<file path="src/design/irq_ctrl_pkg.sv">
// Shared constants and types for the vectored interrupt controller
package irq_ctrl_pkg;
  localparam int NUM_SRC = 29;
  localparam int NUM_VEC = 10;
  localparam int VEC_IDX_W = 4;
  localparam int VEC_ADDR_W = 20;

  // Priority levels, ordered highest above high above low
  localparam logic [1:0] LVL_NONE = 2'h0;
  localparam logic [1:0] LVL_LOW = 2'h1;
  localparam logic [1:0] LVL_HIGH = 2'h2;
  localparam logic [1:0] LVL_TOP = 2'h3;

  // Vector addresses by vector index
  localparam logic [VEC_ADDR_W-1:0] VEC_ADDR [NUM_VEC] = '{
    20'h00003, 20'h0000B, 20'h00013, 20'h0001B, 20'h00023,
    20'h0002B, 20'h00033, 20'h0003B, 20'h00043, 20'h0004B
  };

  // Source bit positions
  localparam int SRC_EXT_A = 0;
  localparam int SRC_EXT_B = 1;
  localparam int SRC_EXT_C = 2;
  localparam int SRC_TMR0_LO = 3;
  localparam int SRC_EXT_E = 4;
  localparam int SRC_EXT_D = 5;
  localparam int SRC_EXT_F = 6;
  localparam int SRC_BASE_TMR_A = 7;
  localparam int SRC_BASE_TMR_B = 8;
  localparam int SRC_TMR0_HI = 9;
  localparam int SRC_EXT_G = 10;
  localparam int SRC_TMR1_LO = 11;
  localparam int SRC_TMR1_HI = 12;
  localparam int SRC_EXT_H = 13;
  localparam int SRC_SYNC_A = 14;
  localparam int SRC_UART_A_RX = 15;
  localparam int SRC_UART_B_RX = 16;
  localparam int SRC_SER_B = 17;
  localparam int SRC_SYNC_C = 18;
  localparam int SRC_UART_A_TX = 19;
  localparam int SRC_UART_B_TX = 20;
  localparam int SRC_ADC = 21;
  localparam int SRC_TMR6 = 22;
  localparam int SRC_TMR7 = 23;
  localparam int SRC_PWM_C = 24;
  localparam int SRC_PWM_D = 25;
  localparam int SRC_PORT0 = 26;
  localparam int SRC_TMR4 = 27;
  localparam int SRC_TMR5 = 28;
  // Pwm a and b reach bits 26..28 merged outside this block

  // Vector index of each source
  localparam logic [VEC_IDX_W-1:0] SRC_VEC [NUM_SRC] = '{
    4'h0, 4'h1, 4'h2, 4'h2, 4'h2, 4'h3, 4'h3, 4'h3, 4'h3, 4'h4,
    4'h4, 4'h5, 4'h5, 4'h5, 4'h6, 4'h6, 4'h6, 4'h7, 4'h7, 4'h7,
    4'h7, 4'h8, 4'h8, 4'h8, 4'h8, 4'h8, 4'h9, 4'h9, 4'h9
  };

  // Request to the core
  typedef struct packed {
    logic valid;
    logic [VEC_IDX_W-1:0] idx;
    logic [VEC_ADDR_W-1:0] addr;
    logic [1:0] level;
  } irq_req_s;
endpackage : irq_ctrl_pkg

</file>
<file path="src/design/irq_sync.sv">
// Two-flop synchroniser bank for pin-side request inputs
`timescale 1ns/1ps
module irq_sync #(
  parameter int WIDTH = 8
) (
  input wire logic sys_clk,
  input wire logic rst_n,
  input wire logic [WIDTH-1:0] async_in,
  output logic [WIDTH-1:0] sync_out
);
  logic [WIDTH-1:0] meta_ff;
  logic [WIDTH-1:0] sync_ff;
  logic [WIDTH-1:0] nxt_meta;
  logic [WIDTH-1:0] nxt_sync;

  always_comb
  begin
    nxt_meta = async_in;
    nxt_sync = meta_ff;
  end

  always_ff @(posedge sys_clk or negedge rst_n)
  begin
    if (!rst_n)
    begin
      meta_ff <= '0;
      sync_ff <= '0;
    end
    else
    begin
      meta_ff <= nxt_meta;
      sync_ff <= nxt_sync;
    end
  end

  assign sync_out = sync_ff;
endmodule : irq_sync

</file>
<file path="src/design/irq_arbiter.sv">
// Level and vector-address arbitration over pending vectors
`timescale 1ns/1ps
module irq_arbiter #(
  parameter int NUM_VEC = 10
) (
  input wire logic [NUM_VEC-1:0] vec_req,
  input wire logic [2*NUM_VEC-1:0] vec_level,
  input wire logic [1:0] cur_level,
  output logic win_valid,
  output logic [3:0] win_idx,
  output logic [1:0] win_level
);
  always_comb
  begin
    win_valid = 1'b0;
    win_idx = 4'h0;
    win_level = irq_ctrl_pkg::LVL_NONE;
    // Ascending scan, strict compare keeps smallest vector on ties
    for (int i = 0; i < NUM_VEC; i++)
    begin
      if (vec_req[i] && (vec_level[2*i +: 2] > cur_level)
          && (!win_valid || (vec_level[2*i +: 2] > win_level)))
      begin
        win_valid = 1'b1;
        win_idx = 4'(i);
        win_level = vec_level[2*i +: 2];
      end
    end
  end
endmodule : irq_arbiter

</file>
<file path="src/design/irq_ctrl.sv">
// Multilevel vectored interrupt controller top
// Operation
// - Three levels: low, high, highest; each vector serviced at its own level.
// - While servicing, requests at equal or lower level are refused.
// - Several pending vectors: highest level wins.
// - Same level: smallest vector address wins.
// - Twenty-nine sources merged onto ten vectors.
// - Pin a to 00003H, pin b to 0000BH; only these may be highest.
// - 0001BH: external d, f and both base timers; high or low.
// - 00033H: sync serial a, both UART receives; high or low.
// - 0003BH: serial b, sync serial c, both UART transmits; high or low.
// - 00043H: converter, timers six, seven, pwm c, d; high or low.
// - 0004BH: port zero, timers four, five, pwm a, b; high or low.
// - 00013H, 00023H, 0002BH carry their listed sources; high or low.
`timescale 1ns/1ps
module irq_ctrl #(
  parameter int NUM_PIN = 8
) (
  input wire logic sys_clk,
  input wire logic rst_n,
  input wire logic [NUM_PIN-1:0] ext_irq_pin,
  input wire logic [irq_ctrl_pkg::NUM_SRC-1:0] periph_irq,
  input wire logic [irq_ctrl_pkg::NUM_SRC-1:0] src_enable,
  input wire logic [irq_ctrl_pkg::NUM_SRC-1:0] src_clear,
  input wire logic [irq_ctrl_pkg::NUM_VEC-1:0] level_hi_sel,
  input wire logic [1:0] top_level_sel,
  input wire logic core_accept,
  input wire logic core_return,
  output irq_ctrl_pkg::irq_req_s irq_req,
  output logic [irq_ctrl_pkg::NUM_SRC-1:0] src_pending,
  output logic [1:0] service_level
);
  localparam int NS = irq_ctrl_pkg::NUM_SRC;
  localparam int NV = irq_ctrl_pkg::NUM_VEC;
  localparam int DEPTH = 3;

  logic [NUM_PIN-1:0] pin_sync;
  logic [NUM_PIN-1:0] pin_prev_ff;
  logic [NUM_PIN-1:0] pin_rise;
  logic [NS-1:0] src_event;
  logic [NS-1:0] pend_ff;
  logic [NS-1:0] nxt_pend;
  logic [NV-1:0] vec_req;
  logic [2*NV-1:0] vec_level;
  logic win_valid;
  logic [3:0] win_idx;
  logic [1:0] win_level;
  logic [1:0] stack_ff [DEPTH];
  logic [1:0] nxt_stack [DEPTH];
  logic [1:0] sp_ff;
  logic [1:0] nxt_sp;
  irq_ctrl_pkg::irq_req_s req_ff;
  irq_ctrl_pkg::irq_req_s nxt_req;

  irq_sync #(
    .WIDTH(NUM_PIN)
  ) u_pin_sync (
    .sys_clk(sys_clk),
    .rst_n(rst_n),
    .async_in(ext_irq_pin),
    .sync_out(pin_sync)
  );

  // Level assignable to a vector from its select bits
  function automatic logic [1:0] vec_lvl(input int v, input logic hi, input logic top);
    if (v < 2 && top)
      vec_lvl = irq_ctrl_pkg::LVL_TOP;
    else if (v >= 2 && hi)
      vec_lvl = irq_ctrl_pkg::LVL_HIGH;
    else
      vec_lvl = irq_ctrl_pkg::LVL_LOW;
  endfunction : vec_lvl

  assign pin_rise = pin_sync & ~pin_prev_ff;

  // Pin edges land on external sources, others come from peripherals
  always_comb
  begin
    src_event = periph_irq;
    src_event[irq_ctrl_pkg::SRC_EXT_A] = pin_rise[0] | periph_irq[irq_ctrl_pkg::SRC_EXT_A];
    src_event[irq_ctrl_pkg::SRC_EXT_B] = pin_rise[1] | periph_irq[irq_ctrl_pkg::SRC_EXT_B];
    src_event[irq_ctrl_pkg::SRC_EXT_C] = pin_rise[2] | periph_irq[irq_ctrl_pkg::SRC_EXT_C];
    src_event[irq_ctrl_pkg::SRC_EXT_D] = pin_rise[3] | periph_irq[irq_ctrl_pkg::SRC_EXT_D];
    src_event[irq_ctrl_pkg::SRC_EXT_E] = pin_rise[4] | periph_irq[irq_ctrl_pkg::SRC_EXT_E];
    src_event[irq_ctrl_pkg::SRC_EXT_F] = pin_rise[5] | periph_irq[irq_ctrl_pkg::SRC_EXT_F];
    src_event[irq_ctrl_pkg::SRC_EXT_G] = pin_rise[6] | periph_irq[irq_ctrl_pkg::SRC_EXT_G];
    src_event[irq_ctrl_pkg::SRC_EXT_H] = pin_rise[7] | periph_irq[irq_ctrl_pkg::SRC_EXT_H];
  end

  // Sticky flags, set wins over clear
  always_comb
  begin
    nxt_pend = (pend_ff & ~src_clear) | src_event;
  end

  // Merge enabled pending sources per vector
  always_comb
  begin
    vec_req = '0;
    for (int s = 0; s < NS; s++)
    begin
      if (pend_ff[s] && src_enable[s])
        vec_req[irq_ctrl_pkg::SRC_VEC[s]] = 1'b1;
    end
  end

  genvar gv;
  generate
    for (gv = 0; gv < NV; gv++)
    begin : g_lvl
      assign vec_level[2*gv +: 2] =
        vec_lvl(gv, level_hi_sel[gv], (gv < 2) ? top_level_sel[gv % 2] : 1'b0);
    end
  endgenerate

  irq_arbiter #(
    .NUM_VEC(NV)
  ) u_arb (
    .vec_req(vec_req),
    .vec_level(vec_level),
    .cur_level((sp_ff == 2'h0) ? irq_ctrl_pkg::LVL_NONE : stack_ff[sp_ff - 2'h1]),
    .win_valid(win_valid),
    .win_idx(win_idx),
    .win_level(win_level)
  );

  // Request offer and nesting stack
  always_comb
  begin
    nxt_req = req_ff;
    nxt_sp = sp_ff;
    for (int i = 0; i < DEPTH; i++)
      nxt_stack[i] = stack_ff[i];
    if (core_accept && req_ff.valid && sp_ff < 2'(DEPTH))
    begin
      nxt_stack[sp_ff] = req_ff.level;
      nxt_sp = sp_ff + 2'h1;
      nxt_req.valid = 1'b0;
    end
    else if (core_return && sp_ff != 2'h0)
    begin
      nxt_sp = sp_ff - 2'h1;
      nxt_req.valid = 1'b0;
    end
    else
    begin
      nxt_req.valid = win_valid;
      nxt_req.idx = win_idx;
      nxt_req.addr = irq_ctrl_pkg::VEC_ADDR[win_idx];
      nxt_req.level = win_level;
    end
  end

  always_ff @(posedge sys_clk or negedge rst_n)
  begin
    if (!rst_n)
    begin
      pend_ff <= '0;
      pin_prev_ff <= '0;
      sp_ff <= 2'h0;
      req_ff <= '0;
      for (int i = 0; i < DEPTH; i++)
        stack_ff[i] <= irq_ctrl_pkg::LVL_NONE;
    end
    else
    begin
      pend_ff <= nxt_pend;
      pin_prev_ff <= pin_sync;
      sp_ff <= nxt_sp;
      req_ff <= nxt_req;
      for (int i = 0; i < DEPTH; i++)
        stack_ff[i] <= nxt_stack[i];
    end
  end

  logic [1:0] svc_ff;
  logic [1:0] nxt_svc;
  always_comb
  begin
    nxt_svc = (nxt_sp == 2'h0) ? irq_ctrl_pkg::LVL_NONE : nxt_stack[nxt_sp - 2'h1];
  end
  always_ff @(posedge sys_clk or negedge rst_n)
  begin
    if (!rst_n)
      svc_ff <= irq_ctrl_pkg::LVL_NONE;
    else
      svc_ff <= nxt_svc;
  end

  assign irq_req = req_ff;
  assign src_pending = pend_ff;
  assign service_level = svc_ff;
endmodule : irq_ctrl

</file>
<file path="config.mk">
export PLATFORM = sky130hd
export DESIGN_NAME = irq_ctrl
export DESIGN_NICKNAME = d
export VERILOG_FILES = /design/src/design/irq_ctrl_pkg.sv /design/src/design/irq_sync.sv /design/src/design/irq_arbiter.sv /design/src/design/irq_ctrl.sv
export SDC_FILE = /design/constraint.sdc
export NUM_CORES = 1
export LEC_CHECK = 0
export ABC_AREA = 0
export BUFFER_PORTS_ARGS = -buffer_cell sky130_fd_sc_hd__clkbuf_2
export CORE_ASPECT_RATIO = 0.5
export CORE_UTILIZATION = 49
export CTS_CLUSTER_DIAMETER = 40
export DETAILED_ROUTE_END_ITERATION = 10
export PLACE_DENSITY = 0.81
export SYNTH_ARGS = -nofsm -noshare
export SYNTH_HDL_FRONTEND = slang
export SYNTH_SLANG_ARGS = --single-unit
</file>
<file path="constraint.sdc">
create_clock -name sys_clk -period 16.2 [get_ports sys_clk]
set_clock_uncertainty 0.1 [all_clocks]
set_input_delay 1.62 -clock sys_clk [delete_from_list [all_inputs] [get_ports sys_clk]]
set_output_delay 1.62 -clock sys_clk [all_outputs]
set_load 0.05 [all_outputs]
</file>
==> out/qor.csv <==
metric,value,unit
cts-htree-levels,3,
fp.dieH,67.9,um
hold_path_startpoint,u_pin_sync.meta_ff[2],
max_stage_delay,560,ps
seqCellArea,0.00183,mm^2
slew_violations,0,
syn_area,0.00426,mm^2
tightest_slew,911,ps
clock-sinks,73,
num_vias,3647,
r2r-end,irq_req[23],
p_per_area,261,mW/mm^2
ant_nets,0,
dieArea,0.00909,mm^2
final_util,65.7,%
drt_iter0_drc,157,
ys_top_cells_by_area,"dfrtp_1, ha_1, inv_1",
slowest_stage,a222oi_1,
gp_congestion,0.814,
hpwl,7.26,mm
ys_seq_area_share,42.9,%
post_cts_resized,0,
dr.pass1.iters,4,
required,16370,ps
num-fill-cells,675,
cts_hold_buf,0,
synthDominantCellAreaShare,42.9,%
critical_path_class,flip-flop to flip-flop,
synthCells,436,
hold_end,u_pin_sync.sync_out[2],
num_antenna_cells,0,
core_area,0.00820,mm^2
cpMostUsedCell,ha_1,
wl,9.71,mm
synth_seq_cells,73,
cts_setup_buffers,0,
netlist-cell-type-count,58,
status,finished clean,
cp-end-kind,flip-flop,
grt_usage,21.7,%
timing.rr.start,sp_ff[0],
async_reset_ff_share,100,%
hold_viol,0,
hold_class,flip-flop to flip-flop,
setup_viol,0,
cap_viol_max_count,0,
crit_fanout,10,
nNetsFinal,743,
path_clk_slew,60,ps
start_util,51.9,%
yosysTopAreaCell,dfrtp_1,
clk_latency,330,ps
clockBufferDepth,2,
critical_path_arrival,14120,ps
yosysMostFrequentCell,dfrtp_1,
multi_input_area,0.00210,mm^2
synth_common_cells,"dfrtp_1, inv_1, ha_1, nand2_1, a21o_1",
syn_area_per_cell,9.77,um^2
grt_pass1_wl,15.3,mm
layout-drive-gt1-share,30.4,%
cts_made_buffers,9,
period_share,86.1,%
num_io_pins,169,
cellLeakagePower,0.00291,uW
ys.flop_type,dfrtp_1,
fin_setup_tns,0,ps
area_delta_synth_final,26.5,%
vias_per_cell,5.14,
tritoncts,yes,
die_w,134,um
r2r_slack,2260,ps
rr_worst_depth,68,
grt_pass1_vias,3326,
antenna_found_initial,0,
hold_depth,0,
crit_path_start_kind,flip-flop,
clockRootBuffer,clkbuf_16,
synth_warnings,0,
portBuffers,152,
drc,0,
fmax,71.7,MHz
grt_start_max_net_pins,74,
fin_crit,13940,ps
wl_per_cell,13.7,um
max_slew_margin,39.3,%
ir_drop,0.127,mV
rsz0062_at_grt,no,
row_count,23,
overflow,0,
synth_edf_count,0,
## per-layer routing
| layer | wire length [um] | GRT usage (%) | vias to the layer above |
|---|---|---|---|
| met5 | 0 | 0 | - |
| met4 | 124 | 5.82 | 0 |
| met3 | 507 | 5.19 | 12 |
| met2 | 4540 | 36.5 | 108 |
| met1 | 4540 | 28.5 | 1702 |
| li1 | - | - | 1825 |
## how the worst max path moves through the flow
stage	startpoint	to	slack, ps
3_5_place_dp	sp_ff[0]	irq_req[7]	2570
4_1_cts	sp_ff[0]	irq_req[23]	2380
5_1_grt	sp_ff[0]	irq_req[6]	970
3_3_place_gp	sp_ff[0]	irq_req[24]	2790
2_1_floorplan	top_level_sel[0]	irq_req[23]	4370
6_report	sp_ff[0]	irq_req[23]	2260
## cell families after synthesis
kind of cell | share of synthesized area (%)
buffers and inverters | 8.93
other | 0.0880
flip-flops | 42.9
adder cells (fa/ha/maj) | 11.5
multiplexers | 2.88
AO/OA/AOI/OAI | 21.3
XOR/XNOR | 0.206
AND/OR/NAND/NOR | 12.3
## flip-flops by register name, summed over array words and instances (netlist names)
register	count
irq_req	10
u_pin_sync.meta_ff	8
u_pin_sync.sync_out	8
src_pending	29
stack_ff	6
service_level	2
pin_prev_ff	8
sp_ff	2
## cell type report
type / instances / area share, %
clock buffers: 10 / 4.25
clock inverters: 6 / 1.72
inverters: 63 / 4.39
multi-input cells: 294 / 39.0
flip-flops and latches: 73 / 33.9
well taps: 112 / 2.60
repair buffers: 152 / 14.2
## cells in the final DEF, fill, tap and decap left out, drive strengths merged, types with 7 or more instances in the layout
cell    instances
o21ai          25
nand2          33
a21oi          26
inv            63
dfrtp          73
ha             39
conb           14
a21o           25
clkbuf        161
nor2b          13
mux2            7
nand2b          8
nor2           20
## through the flow
stage	area [um^2]	total power (uW)	hold slack, ps	setup WS (ps)	instances
final	5390	1410	249	2260	710
after global routing	5390	1540	265	974	710
after CTS	5390	1410	251	2380	710
after detailed placement	5070	1180	237	2570	694
after global placement	5070	1150	231	2790	694
after floorplan	4310	994	231	4370	449
## worst max-delay path, delay by kind of cell (launching register included)
| family | cells | cell delay [ps] |
|---|---|---|
| fa+ha+maj | 11 | 3420 |
| compound gates | 29 | 5820 |
| simple gates | 21 | 3230 |
| buf+inv | 6 | 590 |
| mux | 1 | 250 |
| flops | 1 | 490 |
## power by group
| part | internal, uW | total [uW] | leakage (uW) | switching (uW) |
|---|---|---|---|---|
| clock | 135 | 214 | 0.000149 | 78.9 |
| combinational | 373 | 952 | 0.00193 | 579 |
| sequential | 218 | 243 | 0.000830 | 24.5 |
(Power assumes the default switching activity.)
